<file path="config.mk">
export PLATFORM = sky130hd
export DESIGN_NAME = gpc_top
export DESIGN_NICKNAME = d
export VERILOG_FILES = /design/src/design/gpc_pkg.sv /design/src/design/gpc_top.sv /design/src/design/gpc_pin.sv
export SDC_FILE = /design/constraint.sdc
export NUM_CORES = 1
export LEC_CHECK = 0
export ABC_CLOCK_PERIOD_IN_PS = 3000
export BUFFER_PORTS_ARGS = -buffer_cell sky130_fd_sc_hd__buf_4
export CAP_MARGIN = 40
export CORE_MARGIN = 2
export CORE_UTILIZATION = 50
export CTS_BUF_LIST = sky130_fd_sc_hd__clkbuf_4
export DETAILED_ROUTE_END_ITERATION = 8
export MAX_ROUTING_LAYER = met4
export PLACE_DENSITY_LB_ADDON = 0.3
export SLEW_MARGIN = 20
export SYNTH_ARGS = -nofsm -noshare
export SYNTH_HDL_FRONTEND = slang
export SYNTH_HIERARCHICAL = 1
export SYNTH_SLANG_ARGS = --single-unit
</file>
<file path="constraint.sdc">
create_clock -name aclk -period 3 [get_ports aclk]
set_clock_uncertainty 0.2 [all_clocks]
set_input_delay 0.3 -clock aclk [delete_from_list [all_inputs] [get_ports aclk]]
set_output_delay 0.3 -clock aclk [all_outputs]
set_load 0.02 [all_outputs]
</file>
<file path="src/design/gpc_pkg.sv">
package gpc_pkg;

   // Bus geometry
   localparam int GPC_AW = 10;
   localparam int GPC_DW = 32;
   localparam int GPC_NPIN = 5;
   localparam int GPC_NEV = 2;

   // Register indices; the byte address is four times the index
   localparam logic [7:0] GPC_IDX_PIN_4_2 = 8'h3d;
   localparam logic [7:0] GPC_IDX_PIN_4_3 = 8'h3e;
   localparam logic [7:0] GPC_IDX_PIN_5_0 = 8'h3f;
   localparam logic [7:0] GPC_IDX_PIN_5_1 = 8'h40;
   localparam logic [7:0] GPC_IDX_PIN_5_2 = 8'h41;
   localparam logic [7:0] GPC_IDX_DATA = 8'h50;
   localparam logic [7:0] GPC_IDX_STATUS = 8'h51;
   localparam logic [7:0] GPC_IDX_MASK = 8'h52;

   // Pin positions inside the group
   localparam int GPC_P42 = 0;
   localparam int GPC_P43 = 1;
   localparam int GPC_P50 = 2;

   // Register select codes from the address decoder
   localparam logic [3:0] GPC_SEL_DATA = 4'h5;
   localparam logic [3:0] GPC_SEL_STATUS = 4'h6;
   localparam logic [3:0] GPC_SEL_MASK = 4'h7;
   localparam logic [3:0] GPC_SEL_NONE = 4'hf;

   // Configuration field positions
   localparam int GPC_B_DIR = 0;
   localparam int GPC_B_POL = 1;
   localparam int GPC_B_ALT = 2;
   localparam int GPC_B_ALT_HI = 3;
   localparam int GPC_B_OTYPE = 7;

   // Reset values and writable-bit masks
   localparam logic [7:0] GPC_CFG_RST = 8'h01;
   localparam logic [7:0] GPC_WMASK_1ALT = 8'h87;
   localparam logic [7:0] GPC_WMASK_2ALT = 8'h8f;

   // Alternate function codes of the two-bit field
   localparam logic [1:0] GPC_ALT_GPIO = 2'h0;
   localparam logic [1:0] GPC_ALT_GUARD = 2'h1;
   localparam logic [1:0] GPC_ALT_SEL = 2'h2;
   localparam logic [1:0] GPC_ALT_EDGE = 2'h3;

   // Event bits of the status and mask registers
   localparam int GPC_EV_EDGE = 0;
   localparam int GPC_EV_SEL = 1;

   // Bus responses
   localparam logic [1:0] GPC_RESP_OKAY = 2'h0;
   localparam logic [1:0] GPC_RESP_SLVERR = 2'h2;

   typedef enum logic [1:0] {
      GPC_WS_IDLE = 2'h0,
      GPC_WS_RESP = 2'h1
   } gpc_wr_e;

   typedef enum logic [1:0] {
      GPC_RS_IDLE = 2'h0,
      GPC_RS_DATA = 2'h1
   } gpc_rd_e;

endpackage

</file>
<file path="src/design/gpc_top.sv">
// Chosen here: the AXI4-Lite interface to the registers.
module gpc_top
   import gpc_pkg::*;
(
   input wire logic aclk,
   input wire logic aresetn,
   input wire logic main_por,
   input wire logic hard_rst,
   input wire logic [GPC_AW-1:0] awaddr,
   input wire logic awvalid,
   output logic awready,
   input wire logic [GPC_DW-1:0] wdata,
   input wire logic [3:0] wstrb,
   input wire logic wvalid,
   output logic wready,
   output logic [1:0] bresp,
   output logic bvalid,
   input wire logic bready,
   input wire logic [GPC_AW-1:0] araddr,
   input wire logic arvalid,
   output logic arready,
   output logic [GPC_DW-1:0] rdata,
   output logic [1:0] rresp,
   output logic rvalid,
   input wire logic rready,
   input wire logic power_event,
   input wire logic [GPC_NPIN-1:0] pad_in,
   output logic [GPC_NPIN-1:0] pad_out,
   output logic [GPC_NPIN-1:0] pad_oe,
   output logic floppy_parallel_select,
   output logic disable_reg_guard,
   output logic [2:0] isa_irq,
   output logic irq
);

   typedef struct packed {
      logic [GPC_NPIN-1:0][7:0] cfg;
      logic [GPC_NPIN-1:0] dout;
      logic [GPC_NEV-1:0] status;
      logic [GPC_NEV-1:0] mask;
      logic prev_43;
      logic aw_got;
      logic [GPC_AW-1:0] aw_addr;
      logic w_got;
      logic [GPC_DW-1:0] w_data;
      logic [3:0] w_strb;
      gpc_wr_e wst;
      logic [1:0] bresp;
      gpc_rd_e rst;
      logic [GPC_DW-1:0] rdata;
      logic [1:0] rresp;
   } gpc_state_s;

   gpc_state_s state_q;
   gpc_state_s state_d;

   logic [GPC_NPIN-1:0] eff_dir;
   logic [GPC_NPIN-1:0] eff_pol;
   logic [GPC_NPIN-1:0] eff_od;
   logic [GPC_NPIN-1:0] out_val;
   logic [GPC_NPIN-1:0] in_val;
   logic [1:0] alt_43;
   logic [GPC_NEV-1:0] events;
   logic aw_take;
   logic w_take;
   logic ar_take;

   // Address decode shared by the read and the write path
   function automatic logic [3:0] gpc_sel(input logic [GPC_AW-1:0] addr);
      logic [3:0] sel;
      sel = GPC_SEL_NONE;
      if (addr[1:0] == 2'h0) begin
         case (addr[GPC_AW-1:2])
            GPC_IDX_PIN_4_2: sel = 4'h0;
            GPC_IDX_PIN_4_3: sel = 4'h1;
            GPC_IDX_PIN_5_0: sel = 4'h2;
            GPC_IDX_PIN_5_1: sel = 4'h3;
            GPC_IDX_PIN_5_2: sel = 4'h4;
            GPC_IDX_DATA: sel = GPC_SEL_DATA;
            GPC_IDX_STATUS: sel = GPC_SEL_STATUS;
            GPC_IDX_MASK: sel = GPC_SEL_MASK;
            default: sel = GPC_SEL_NONE;
         endcase
      end
      return sel;
   endfunction

   assign alt_43 = state_q.cfg[GPC_P43][GPC_B_ALT_HI:GPC_B_ALT];

   // Per-pin effective settings; guard mode and the power event override the GPIO path
   for (genvar k = 0; k < GPC_NPIN; k++) begin : g_pin
      if (k == GPC_P43) begin : g_guard
         // Guard mode pins the pad to a plain input whatever bits 1:0 say
         assign eff_dir[k] = (alt_43 == GPC_ALT_GUARD) | state_q.cfg[k][GPC_B_DIR];
         assign eff_pol[k] = (alt_43 != GPC_ALT_GUARD) & state_q.cfg[k][GPC_B_POL];
      end else begin : g_plain
         assign eff_dir[k] = state_q.cfg[k][GPC_B_DIR];
         assign eff_pol[k] = state_q.cfg[k][GPC_B_POL];
      end
      if (k == GPC_P42) begin : g_pme
         // Event is active high inside, so its inverse gives a low-true pad
         assign out_val[k] = state_q.cfg[k][GPC_B_ALT] ? ~power_event : state_q.dout[k];
      end else begin : g_gpio
         assign out_val[k] = state_q.dout[k];
      end
      assign eff_od[k] = state_q.cfg[k][GPC_B_OTYPE];
      gpc_pin u_pin (
         .out_val(out_val[k]),
         .pol(eff_pol[k]),
         .dir_in(eff_dir[k]),
         .open_drain(eff_od[k]),
         .pad_in(pad_in[k]),
         .pad_out(pad_out[k]),
         .pad_oe(pad_oe[k]),
         .in_val(in_val[k])
      );
   end

   // ISA request routing on the three port-5 pins; reserved codes give nothing
   for (genvar j = 0; j < 3; j++) begin : g_isa
      assign isa_irq[j] = (state_q.cfg[j + GPC_P50][GPC_B_ALT_HI:GPC_B_ALT] == GPC_ALT_SEL)
                          & in_val[j + GPC_P50];
   end

   // Pin 4.3 side functions
   assign floppy_parallel_select = (alt_43 == GPC_ALT_SEL) & in_val[GPC_P43];
   assign disable_reg_guard = (alt_43 == GPC_ALT_GUARD) & pad_in[GPC_P43];

   // Either-edge detection; the mask bit is the per-source enable
   assign events[GPC_EV_EDGE] = (alt_43 == GPC_ALT_EDGE)
                                & (in_val[GPC_P43] != state_q.prev_43);
   assign events[GPC_EV_SEL] = (alt_43 == GPC_ALT_SEL)
                               & (in_val[GPC_P43] != state_q.prev_43);
   assign irq = |(state_q.status & state_q.mask);

   // Bus handshakes are combinational from the state
   assign awready = (state_q.wst == GPC_WS_IDLE) & ~state_q.aw_got;
   assign wready = (state_q.wst == GPC_WS_IDLE) & ~state_q.w_got;
   assign arready = (state_q.rst == GPC_RS_IDLE);
   assign aw_take = awvalid & awready;
   assign w_take = wvalid & wready;
   assign ar_take = arvalid & arready;
   assign bvalid = (state_q.wst == GPC_WS_RESP);
   assign bresp = state_q.bresp;
   assign rvalid = (state_q.rst == GPC_RS_DATA);
   assign rdata = state_q.rdata;
   assign rresp = state_q.rresp;

   // Next-state logic: bus slave, register file, events
   always_comb begin
      logic [GPC_AW-1:0] waddr;
      logic [GPC_DW-1:0] wd;
      logic [3:0] ws;
      logic [3:0] rs;
      logic [7:0] wm;
      logic stat_clr;
      waddr = aw_take ? awaddr : state_q.aw_addr;
      wd = w_take ? wdata : state_q.w_data;
      ws = gpc_sel(waddr);
      rs = gpc_sel(araddr);
      wm = 8'h00;
      stat_clr = 1'b0;
      state_d = state_q;
      state_d.prev_43 = in_val[GPC_P43];
      if (aw_take) begin
         state_d.aw_got = 1'b1;
         state_d.aw_addr = awaddr;
      end
      if (w_take) begin
         state_d.w_got = 1'b1;
         state_d.w_data = wdata;
         state_d.w_strb = wstrb;
      end
      // Write commits once both address and data are in, in either order
      if ((state_q.aw_got | aw_take) & (state_q.w_got | w_take)) begin
         state_d.aw_got = 1'b0;
         state_d.w_got = 1'b0;
         state_d.wst = GPC_WS_RESP;
         state_d.bresp = (ws == GPC_SEL_NONE) ? GPC_RESP_SLVERR : GPC_RESP_OKAY;
         // Only lane 0 carries data; a write without it changes nothing
         if ((w_take ? wstrb[0] : state_q.w_strb[0])) begin
            for (int k = 0; k < GPC_NPIN; k++) begin
               wm = (k == GPC_P42) ? GPC_WMASK_1ALT : GPC_WMASK_2ALT;
               // A locked guard field keeps its code until a reset
               if (k == GPC_P43 && alt_43 == GPC_ALT_GUARD) begin
                  wm[GPC_B_ALT_HI:GPC_B_ALT] = 2'h0;
               end
               if (ws == k[3:0]) begin
                  state_d.cfg[k] = (state_q.cfg[k] & ~wm) | (wd[7:0] & wm);
               end
            end
            if (ws == GPC_SEL_DATA) begin
               state_d.dout = wd[GPC_NPIN-1:0];
            end
            if (ws == GPC_SEL_MASK) begin
               state_d.mask = wd[GPC_NEV-1:0];
            end
         end
      end
      if (bvalid & bready) begin
         state_d.wst = GPC_WS_IDLE;
      end
      // Read answers one cycle after the address is taken
      if (ar_take) begin
         state_d.rst = GPC_RS_DATA;
         state_d.rresp = GPC_RESP_OKAY;
         state_d.rdata = '0;
         if (rs < 4'h5) begin
            state_d.rdata[7:0] = state_q.cfg[rs[2:0]];
         end else if (rs == GPC_SEL_DATA) begin
            state_d.rdata[GPC_NPIN-1:0] = in_val;
         end else if (rs == GPC_SEL_STATUS) begin
            state_d.rdata[GPC_NEV-1:0] = state_q.status;
            stat_clr = 1'b1;
         end else if (rs == GPC_SEL_MASK) begin
            state_d.rdata[GPC_NEV-1:0] = state_q.mask;
         end else begin
            state_d.rresp = GPC_RESP_SLVERR;
         end
      end
      if (rvalid & rready) begin
         state_d.rst = GPC_RS_IDLE;
      end
      // Read clears the sticky bits, but an event in the same cycle survives
      state_d.status = (stat_clr ? '0 : state_q.status) | events;
      // These resets act on the pin 4.3 field only and beat any write
      if (main_por | hard_rst) begin
         state_d.cfg[GPC_P43][GPC_B_ALT_HI:GPC_B_ALT] = GPC_ALT_GPIO;
      end
   end

   // The bus reset stands for the standby power-on reset and resets it all, each pin config to 01h
   always_ff @(posedge aclk) begin
      if (!aresetn) begin
         state_q <= '0;
         for (int k = 0; k < GPC_NPIN; k++) begin
            state_q.cfg[k] <= GPC_CFG_RST;
         end
         state_q.wst <= GPC_WS_IDLE;
         state_q.rst <= GPC_RS_IDLE;
      end else begin
         state_q <= state_d;
      end
   end
endmodule

</file>
<file path="src/design/gpc_pin.sv">
// One pad: polarity, direction and driver type between pin and logic
module gpc_pin
   import gpc_pkg::*;
(
   input wire logic out_val,
   input wire logic pol,
   input wire logic dir_in,
   input wire logic open_drain,
   input wire logic pad_in,
   output logic pad_out,
   output logic pad_oe,
   output logic in_val
);

   logic drive;

   // Logic level after the polarity stage
   assign drive = out_val ^ pol;
   assign in_val = pad_in ^ pol;

   // Open drain only ever pulls low; an input never drives
   always_comb begin
      pad_out = drive;
      pad_oe = 1'b0;
      if (!dir_in) begin
         if (open_drain) begin
            pad_out = 1'b0;
            pad_oe = ~drive;
         end else begin
            pad_oe = 1'b1;
         end
      end
   end

endmodule

</file>
==> flow_summary.toml, run 1 <==
[status]
outcome = "completed"

[power]
power_frac_clock_pct = 34.2
p_comb_share_pct = 18.8
p_int_w = 0.00138
power_leakage_nw = 2.00
sequentialPowerShare_pct = 47.0
p_sw_w = 0.000563
sw_frac_of_total_pct = 28.9
powerDensity_mw_per_mm2 = 419
vdd.ir_drop.worst_uv = 206

[cells_and_area]
diodes = 0
final_nets = 608
drive_gt1_share_pct = 24.2
syn_to_final_growth_pct = 19.5

[grt]
gr-total-overflow = 0
grt_pass1_vias = 3342
grt_max_degree = 40
antenna_found_initial = 0
grt_usage_pct = 24.3
grt_pass1_wl_um = 15900

[critical_path]
crit_arrival_ns = 2.90
cp_slowest_stage_delay_ns = 0.53
crit_path_top_delay_cell = "dlygate4sd3_1"
endpoint_kind = "flop"
cpLargestDelayFamily = "simple AND/OR/NAND/NOR gates"
cp_max_fo = 5
regToRegSetupSlack_ns = 0.28
worstRegToRegCells = 6
crit_type = "in2reg"
crit_required_ns = 3.14
reg2reg_from = "state_q[38]"
reg2reg_to = "eff_dir[2]"
start_kind = "primary input"
path_buf_inv = 2
cp_cell_sequence = "dlygate4sd3_1, buf_4, nor4b_2, nand2_1, o32ai_1, nor3_1, and4bb_1, mux2i_1"

[logic_synthesis]
synth_common_cells = "nand2_1 (67), dfxtp_1 (65), buf_4 (36)"
synth_edf_count = 0
syn-instance-count = 462
ys_seq_area_share_pct = 33.4
syn-cell-area_mm2 = 0.00389
synth_top_area_share_pct = 33.4
yosysMostFrequentCell = "nand2_1"
yosys_warnings = 6
synth_area_leaders = "dfxtp_1 (33%), buf_4 (6.9%), mux2i_1 (6.7%)"
ys_seq_elements = 65
synth_area_leader_cell = "dfxtp_1"
syn_avg_cell_area_um2 = 8.43
synth.distinct_cells = 79
ys_async_sr_fraction_pct = 0
ys.flop_type = "dfxtp_1"

[cts]
cts_root_buf = "clkbuf_4"
cts_buffers = 9
cts_hold_buf = 16
cts_buffer_depth = 2
cts_resized = 0
cts_max_level = 3
clk_pin_slew_ns = 0.10
clock_latency_ns = 0.41
clock_sinks = 65
tritoncts = "yes"
cts_setup_buffers = 0

[route]
wl_per_cell_um = 15.0
first_iter_violations = 153
drc = 0
wl_um = 9640
first_pass_iters = 4
ant_nets = 0
via_count = 3471
vias_per_cell = 5.39

[sta]
hold_slack_ns = 0.0576
drv_slew = 0
slew_headroom_pct = 59.6
fin_crit_sh_pct = 92.2
hold_viol = 0
fmax_ghz = 0.362
setup_violations = 0
finalCriticalPeriod_ns = 2.76
worst_slew_pin_slew_ns = 0.600
rsz0062_at_grt = "no"
fin_tns_setup_ns = 0

[min_path]
hp-start = "awaddr[3]"
hold_class = "in2reg"
min_path_cells = 3
hold_path_end = "state_q[80]"

[floorplanning]
start_util_pct = 50.9
num_rows = 32
fp.dieW_um = 92.2
core_area_mm2 = 0.00765
pin_count = 128
die_h_um = 92.2
die_area_mm2 = 0.00851

[placed_design]
hpwl_um = 7430
io_buffer_count = 72
gp_congestion = 0.971

[job]
maxCapViolCount = 0
placed cells by master, fill, tap and decap left out, types with 3 or more instances in the layout:
cell / instances
o31a_1: 3
o22ai_1: 3
a21boi_2: 6
nand3_1: 16
nor4b_1: 3
clkbuf_4: 10
a21oi_1: 21
a31oi_1: 3
a221oi_1: 5
and2_1: 4
nor4b_2: 3
and3_1: 4
xor2_1: 11
nor2b_1: 7
dfxtp_1: 65
mux2_2: 8
buf_4: 77
o21a_1: 3
nor2_1: 35
nand2_1: 67
o21ai_1: 5
a32oi_1: 3
or3_1: 3
conb_1: 26
clkinv_1: 3
inv_1: 14
nand2b_1: 5
mux2i_1: 26
nand4_1: 5
nor3_1: 12
dlygate4sd3_1: 16
o21ai_0: 13
how the worst max path moves through the flow:
| stage | startpoint | to | slack, ns | depth (start not counted) |
|---|---|---|---|---|
| CTS | awaddr[4] | state_q[117] | 0.27 | 8 |
| finish | awaddr[4] | eff_dir[2] | 0.24 | 8 |
| global route | awaddr[4] | eff_od[2] | 0.09 | 8 |
| global placement | state_q[38] | alt_43[1] | 0.36 | 7 |
| detailed placement | state_q[38] | state_q[117] | 0.32 | 6 |
| floorplan | state_q[38] | state_q[133] | 0.50 | 8 |
power by group through the flow:
stage                     Sequential (W)  Clock, W  Combinational (W)
after floorplan                 0.000931         0           0.000268
after global placement          0.000933         0           0.000342
after detailed placement        0.000935         0           0.000348
after CTS                       0.000915  0.000676           0.000365
after global routing            0.000920  0.000714           0.000402
final                           0.000915  0.000665           0.000367
state kept, by name, summed over array words and instances, names as in the netlist:
| name | cells |
|---|---|
| alt_43 | 2 |
| bresp | 1 |
| eff_dir | 4 |
| eff_od | 5 |
| eff_pol | 4 |
| out_val | 4 |
| rdata | 8 |
| rresp | 1 |
| state_q | 36 |
through the flow:
stage / cells / util [%] / worst slack [ns] / total power [W] / instance area [um2]
after CTS: 644 / 60.8 / 0.267 / 0.00196 / 4650
after detailed placement: 612 / 56.7 / 0.323 / 0.00128 / 4330
after floorplan: 487 / - / 0.502 / 0.00120 / 3990
after global placement: 612 / 56.7 / 0.361 / 0.00128 / 4330
after global routing: 644 / 60.8 / 0.0865 / 0.00204 / 4650
final: 644 / 60.8 / 0.235 / 0.00195 / 4650
cells by family (layout without fill, tap and decap cells):
logic type | count (synthesis) | after routing | share of synthesized area (%)
compound gates | 91 | 91 | 17.6
xor+xnor | 12 | 12 | 2.70
buf+inv | 69 | 124 | 10.6
flops | 65 | 65 | 33.4
mux | 36 | 36 | 9.93
other cells | 1 | 26 | 0.0963
simple gates | 188 | 188 | 25.6
worst reg2reg max path: cells and delay by family (launching register included):
kind	cells	cell delay, ns
muxes	1	0.22
AOI/OAI and AO/OA	1	0.47
and+or+nand+nor	3	1.12
DFF	1	0.40
buffers and inverters	1	0.24
metal layers:
layer	wire length [um]	up-vias	track usage, %
met5	0	-	-
met4	144	0	10.1
met3	483	14	4.85
met2	4890	108	40.6
met1	4130	1623	28.7
li1	-	1726	-
cell type report:
cell class,instances,area (um2)
Fill cell,697,3000
Clock inverter,6,82.6
Timing Repair Buffer,93,738
Sequential cell,65,1300
Tap cell,102,128
Clock buffer,10,75.1
Inverter,15,56.3
Multi-Input combinational cell,353,2270
(Power assumes the default switching activity.)
==> run 2: changes to the inputs <==
--- a/config.mk
+++ b/config.mk
@@ -8,6 +8,7 @@
 export ABC_CLOCK_PERIOD_IN_PS = 3000
 export BUFFER_PORTS_ARGS = -buffer_cell sky130_fd_sc_hd__buf_4
 export CAP_MARGIN = 40
+export CORE_ASPECT_RATIO = 1.75
 export CORE_MARGIN = 2
 export CORE_UTILIZATION = 50
 export CTS_BUF_LIST = sky130_fd_sc_hd__clkbuf_4
@@ -17,5 +18,4 @@
 export SLEW_MARGIN = 20
 export SYNTH_ARGS = -nofsm -noshare
 export SYNTH_HDL_FRONTEND = slang
-export SYNTH_HIERARCHICAL = 1
 export SYNTH_SLANG_ARGS = --single-unit
==> run 2 against run 1 <==
Net effect: sequential cell count unchanged; register-to-register slack improved by 0.13 ns; via count grew 4.9%; critical path depth rose by 1; highest routed layer unchanged; largest cell class unchanged; critical endpoint is now out_val[2]; non-clock buffer count rose by 14.
==> flow_summary.toml, run 2 <==
[cts]
cts_root_buf = "clkbuf_4"
clock_latency_ns = 0.43
clock_sinks = 65
cts_buffers = 9
cts_buffer_depth = 2
cts_setup_buffers = 0
clk_pin_slew_ns = 0.13
cts_max_level = 3
tritoncts = "yes"

[placed_design]
io_buffer_count = 72
pre_cts_slack_ns = 0.198
gp_congestion = 0.959
hpwl_um = 8350

[floorplanning]
die_area_mm2 = 0.00879
core_area_mm2 = 0.00786
fp.dieW_um = 71.7
die_h_um = 123
start_util_pct = 51.1
num_rows = 43
pin_count = 128

[power]
powerDensity_mw_per_mm2 = 388
p_sw_w = 0.000598
power_leakage_nw = 2.08
p_int_w = 0.00124
sequentialPowerShare_pct = 49.8
sw_frac_of_total_pct = 32.5
vdd.ir_drop.worst_uv = 353
p_comb_share_pct = 23.1
power_frac_clock_pct = 27.1

[min_path]
hp-start = "aresetn"
hold_class = "in2reg"

[sta]
fin_tns_setup_ns = 0
setup_violations = 0
worst_slew_pin_slew_ns = 0.685
hold_slack_ns = 0.0901
fmax_ghz = 0.342
fin_crit_sh_pct = 97.5
drv_slew = 0
finalCriticalPeriod_ns = 2.92
slew_headroom_pct = 54.2
timing.final.ws_setup_ns = 0.0765
rsz0062_at_grt = "no"
hold_viol = 0

[logic_synthesis]
synth_top_area_share_pct = 32.4
synth_area_leader_cell = "dfxtp_1"
syn-cell-area_mm2 = 0.00401
ys_async_sr_fraction_pct = 0
synth.distinct_cells = 65
ys_seq_elements = 65
synth_common_cells = "dfxtp_1 (65), nand2_1 (48), buf_4 (46)"
yosysMostFrequentCell = "dfxtp_1"
ys_seq_area_share_pct = 32.4
ys.flop_type = "dfxtp_1"
synth_area_leaders = "dfxtp_1 (32%), buf_4 (8.6%), mux2i_1 (8.2%)"
syn_avg_cell_area_um2 = 8.52
synth_edf_count = 0
syn-instance-count = 471
yosys_warnings = 0

[cells_and_area]
top_register = "state_q"
final_nets = 619
fin_util_pct = 60.4
drive_gt1_share_pct = 22.8
final_common_cell = "buf_4"
syn_to_final_growth_pct = 18.2
fillers = 755
largest_reg_flops = 36
final_cell_mix = "buf_4 (87), dfxtp_1 (65), nand2_1 (48), nor2_1 (37), mux2i_1 (33)"

[critical_path]
crit_required_ns = 3.10
reg2reg_from = "state_q[87]"
crit_arrival_ns = 3.02
cp_slowest_stage_delay_ns = 0.72
cp_cell_sequence = "dlygate4sd3_1, buf_4, or4b_1, a2111oi_4, a31oi_1, or4b_1, buf_4, mux2i_1, nor2_1"
crit_type = "in2reg"
path_buf_inv = 3
cp-startpoint = "awaddr[4]"
cpLargestDelayFamily = "simple AND/OR/NAND/NOR gates"
endpoint_kind = "flop"
crit_path_top_delay_cell = "or4b_1"
start_kind = "primary input"
cp_max_fo = 8

[grt]
antenna_found_initial = 1
gr-total-overflow = 0
grt_pass1_vias = 3508
grt_max_degree = 36
grt_usage_pct = 26.1
grt_pass1_wl_um = 17000

[route]
first_iter_violations = 173
drc = 0
wl_per_cell_um = 16.8
wl_um = 10800
first_pass_iters = 4
via_count = 3642
vias_per_cell = 5.66
ant_nets = 0

[status]
outcome = "completed"

[job]
maxCapViolCount = 0
-- run 2: cell types whose count changed after synthesis, moves of 4 or more --
cell,previous run,this run
a21oi_1,21,26
nor3_1,12,16
xnor2_1,1,7
a22o_1,1,6
or4b_1,0,4
mux2i_1,26,33
nand2b_1,5,13
nand2_1,67,48
a21boi_2,6,0
nor3b_1,1,7
buf_4,36,46
nand3_1,16,7
-- run 2: final cells by class --
type                    instances  area [um2]  area share, %
well taps                      90         113           2.37
diodes                          1        2.50         0.0527
flip-flops and latches         65        1300           27.4
inverters                      15        56.3           1.19
clock buffers                   9        67.6           1.42
repair buffers                107         863           18.2
multi-input cells             350        2290           48.4
clock inverters                 7        46.3          0.976
-- run 2: power groups by stage --
| stage | registers (W) | logic (W) | clock network (W) |
|---|---|---|---|
| 6_report | 0.000919 | 0.000425 | 0.000500 |
| 5_1_grt | 0.000922 | 0.000461 | 0.000550 |
| 4_1_cts | 0.000918 | 0.000423 | 0.000513 |
| 3_5_place_dp | 0.000938 | 0.000403 | 0 |
| 3_3_place_gp | 0.000937 | 0.000397 | 0 |
| 2_1_floorplan | 0.000938 | 0.000287 | 0 |
-- run 2: final timing paths --
kind,endpoint,slack (ns),cells past startpoint
setup reg to reg,out_val[2],0.41,8
hold reg to reg,state_q[78],0.26,2
hold / removal,rdata[2],0.09,2
setup / recovery,out_val[2],0.08,9
-- run 2: repair_timing --
| action | 4_1_cts | 5_1_grt |
|---|---|---|
| setup endpoints to repair | 0 | 2 |
| endpoints found under the hold margin | 18 | 0 |
| hold buffers | 19 | 0 |
| resized for setup | 0 | 1 |
-- run 2: cell families (layout without fill, tap and decap cells) --
logic type	after synthesis	count (layout)	share of synthesized area, %
simple gates	170	170	22.7
xor+xnor	15	15	3.27
mux	40	40	10.5
flops	65	65	32.4
buf+inv	81	138	12.7
compound gates	99	99	18.3
other cells	1	27	0.0935
-- run 2: stage by stage --
step	instance area [um2]	std cells	total power, W
2_1_floorplan	4110	496	0.00122
3_3_place_gp	4440	608	0.00133
3_5_place_dp	4440	608	0.00134
4_1_cts	4740	643	0.00185
5_1_grt	4740	644	0.00193
6_report	4740	644	0.00184
-- run 2: routing by layer --
| metal | GRT usage (%) | up-vias | wire, um |
|---|---|---|---|
| met1 | 24.5 | 1707 | 3760 |
| met5 | - | - | 0 |
| met4 | 15.7 | 0 | 588 |
| met2 | 47.8 | 126 | 5940 |
| li1 | - | 1766 | - |
| met3 | 5.25 | 43 | 516 |
==> run 3: changes to the inputs <==
--- a/config.mk
+++ b/config.mk
@@ -15,6 +15,7 @@
 export DETAILED_ROUTE_END_ITERATION = 8
 export MAX_ROUTING_LAYER = met4
 export PLACE_DENSITY_LB_ADDON = 0.3
+export RECOVER_POWER = 25
 export SLEW_MARGIN = 20
 export SYNTH_ARGS = -nofsm -noshare
 export SYNTH_HDL_FRONTEND = slang
==> run 3 against run 2 <==
Net effect: critical path depth unchanged; routed wire length shrank 0.31%; sequential cell count unchanged; design area fell by 1.1%; die area did not move; hold slack better by 0.0032 ns; fmax about the same; first-iteration DRC count increased by 20%; largest cell class unchanged; highest routed layer unchanged.
==> flow_summary.toml, run 3 (synthesized netlist as in run 2, its figures left out) <==
[cts]
tritoncts = "yes"
clock_latency_ns = 0.43
clock_sinks = 65
cts_buffer_depth = 2
cts_max_level = 3
clk_pin_slew_ns = 0.12
cts_root_buf = "clkbuf_4"
cts_buffers = 9
cts_setup_buffers = 0

[cells_and_area]
largest_reg_flops = 36
fin_util_pct = 59.7
stdcell_count = 644
top_register = "state_q"
final_common_cell = "buf_4"
final_nets = 619
final_cell_mix = "buf_4 (73), dfxtp_1 (65), nand2_1 (48), nor2_1 (37), mux2i_1 (33)"
final_cell_area_mm2 = 0.00469
drive_gt1_share_pct = 20.3
syn_to_final_growth_pct = 16.9

[sta]
fin_crit_sh_pct = 97.5
drv_slew = 0
worst_slew_pin_slew_ns = 0.672
setup_violations = 0
finalCriticalPeriod_ns = 2.92
fmax_ghz = 0.342
hold_viol = 0
fin_tns_setup_ns = 0
slew_headroom_pct = 55.0
rsz0062_at_grt = "no"

[power]
power_leakage_nw = 2.03
powerDensity_mw_per_mm2 = 390
vdd.ir_drop.worst_uv = 352
finalPower_w = 0.00183

[min_path]
min_path_cells = 2
hp-start = "aresetn"
hold_class = "in2reg"
hold_path_end = "rdata[2]"

[critical_path]
path_buf_inv = 3
cp_slowest_stage_delay_ns = 0.72
reg2reg_from = "state_q[87]"
crit_required_ns = 3.10
cp_max_fo = 8
regToRegSetupSlack_ns = 0.41
cpLargestDelayFamily = "simple AND/OR/NAND/NOR gates"
crit_type = "in2reg"
reg2reg_to = "out_val[2]"
crit_arrival_ns = 3.02
cp_cell_sequence = "dlygate4sd3_1, buf_4, or4b_1, a2111oi_4, a31oi_1, or4b_1, buf_4, mux2i_1, nor2_1"
endpoint_kind = "flop"
crit_path_top_delay_cell = "or4b_1"
worst-path-stages = 9
worstRegToRegCells = 8
start_kind = "primary input"

[grt]
grt_pass1_vias = 3508
gr-total-overflow = 0
grt_pass1_wl_um = 17000
antenna_found_initial = 1
grt_usage_pct = 26.1
grt_max_degree = 36

[route]
wl_per_cell_um = 16.7
first_iter_violations = 207
drc = 0
ant_nets = 0
vias_per_cell = 5.62
first_pass_iters = 4
via_count = 3621
wl_um = 10800

[status]
outcome = "completed"

[floorplanning]
pin_count = 128
die_area_mm2 = 0.00879
die_h_um = 123
core_area_mm2 = 0.00786
num_rows = 43
start_util_pct = 51.1
fp.dieW_um = 71.7

[placed_design]
io_buffer_count = 72
hpwl_um = 8350
dp.cells = 608
gp_congestion = 0.959
place_area_mm2 = 0.00444

[job]
maxCapViolCount = 0
## run 3: cell types whose count changed in the layout (fill, tap and decap cells not counted)
| cell | change |
|---|---|
| buf_4 | -14 |
| clkbuf_1 | +14 |
## run 3: how the worst max path moves through the flow
stage	start	to	slack, ns
4_1_cts	awaddr[4]	alt_43[1]	0.09
6_report	awaddr[4]	out_val[2]	0.08
2_1_floorplan	state_q[38]	eff_pol[3]	0.50
3_5_place_dp	awaddr[4]	alt_43[1]	0.20
5_1_grt	awaddr[5]	out_val[2]	0.01
3_3_place_gp	awaddr[4]	state_q[93]	0.20
## run 3: cell type report
type	instances	area, um2
antenna	1	2.50
timing repair buffer	107	811
clock buffer	9	67.6
fill	772	3160
inverter	15	56.3
sequential	65	1300
clock inverter	7	46.3
multi-input combinational	350	2290
tap	90	113
## run 3: power breakdown
part | switching (W) | leakage [nW] | internal, W
Sequential | 0.0000221 | 0.529 | 0.000896
Clock | 0.000331 | 0.0581 | 0.000168
Combinational | 0.000243 | 1.44 | 0.000170
Total | 0.000595 | 2.03 | 0.00123
## run 3: stage by stage
stage                     hold slack (ns)  setup slack (ns)
after floorplan                     0.200             0.505
after global placement              0.246             0.201
after detailed placement            0.250             0.198
after CTS                          0.0692            0.0926
after global routing               0.0853            0.0125
final                              0.0933            0.0763
## run 3: timing repair
item / in CTS / in global routing
hold buffers: 19 / 0
gates resized for setup: 0 / 1
endpoints found under the setup margin: 0 / 2
endpoints found under the hold margin: 18 / 0
## run 3: worst register-to-register path, cell delays in order (launching register included)
cell and delay, ns:
dfxtp_1 0.33, or3b_1 0.42, buf_12 0.18, a2111oi_4 0.29, a31oi_1 0.13, or4b_1 0.54
buf_4 0.19, mux2i_1 0.15, nor2_1 0.05
## run 3: per-layer routing
| layer | wire length, um | track usage, % | vias up | part of all wire (%) |
|---|---|---|---|---|
| met3 | 495 | 5.25 | 42 | 4.6 |
| met1 | 3760 | 24.5 | 1697 | 35 |
| met5 | 0 | - | - | 0 |
| li1 | - | - | 1765 | - |
| met2 | 5930 | 47.8 | 117 | 55 |
| met4 | 582 | 15.7 | 0 | 5.4 |
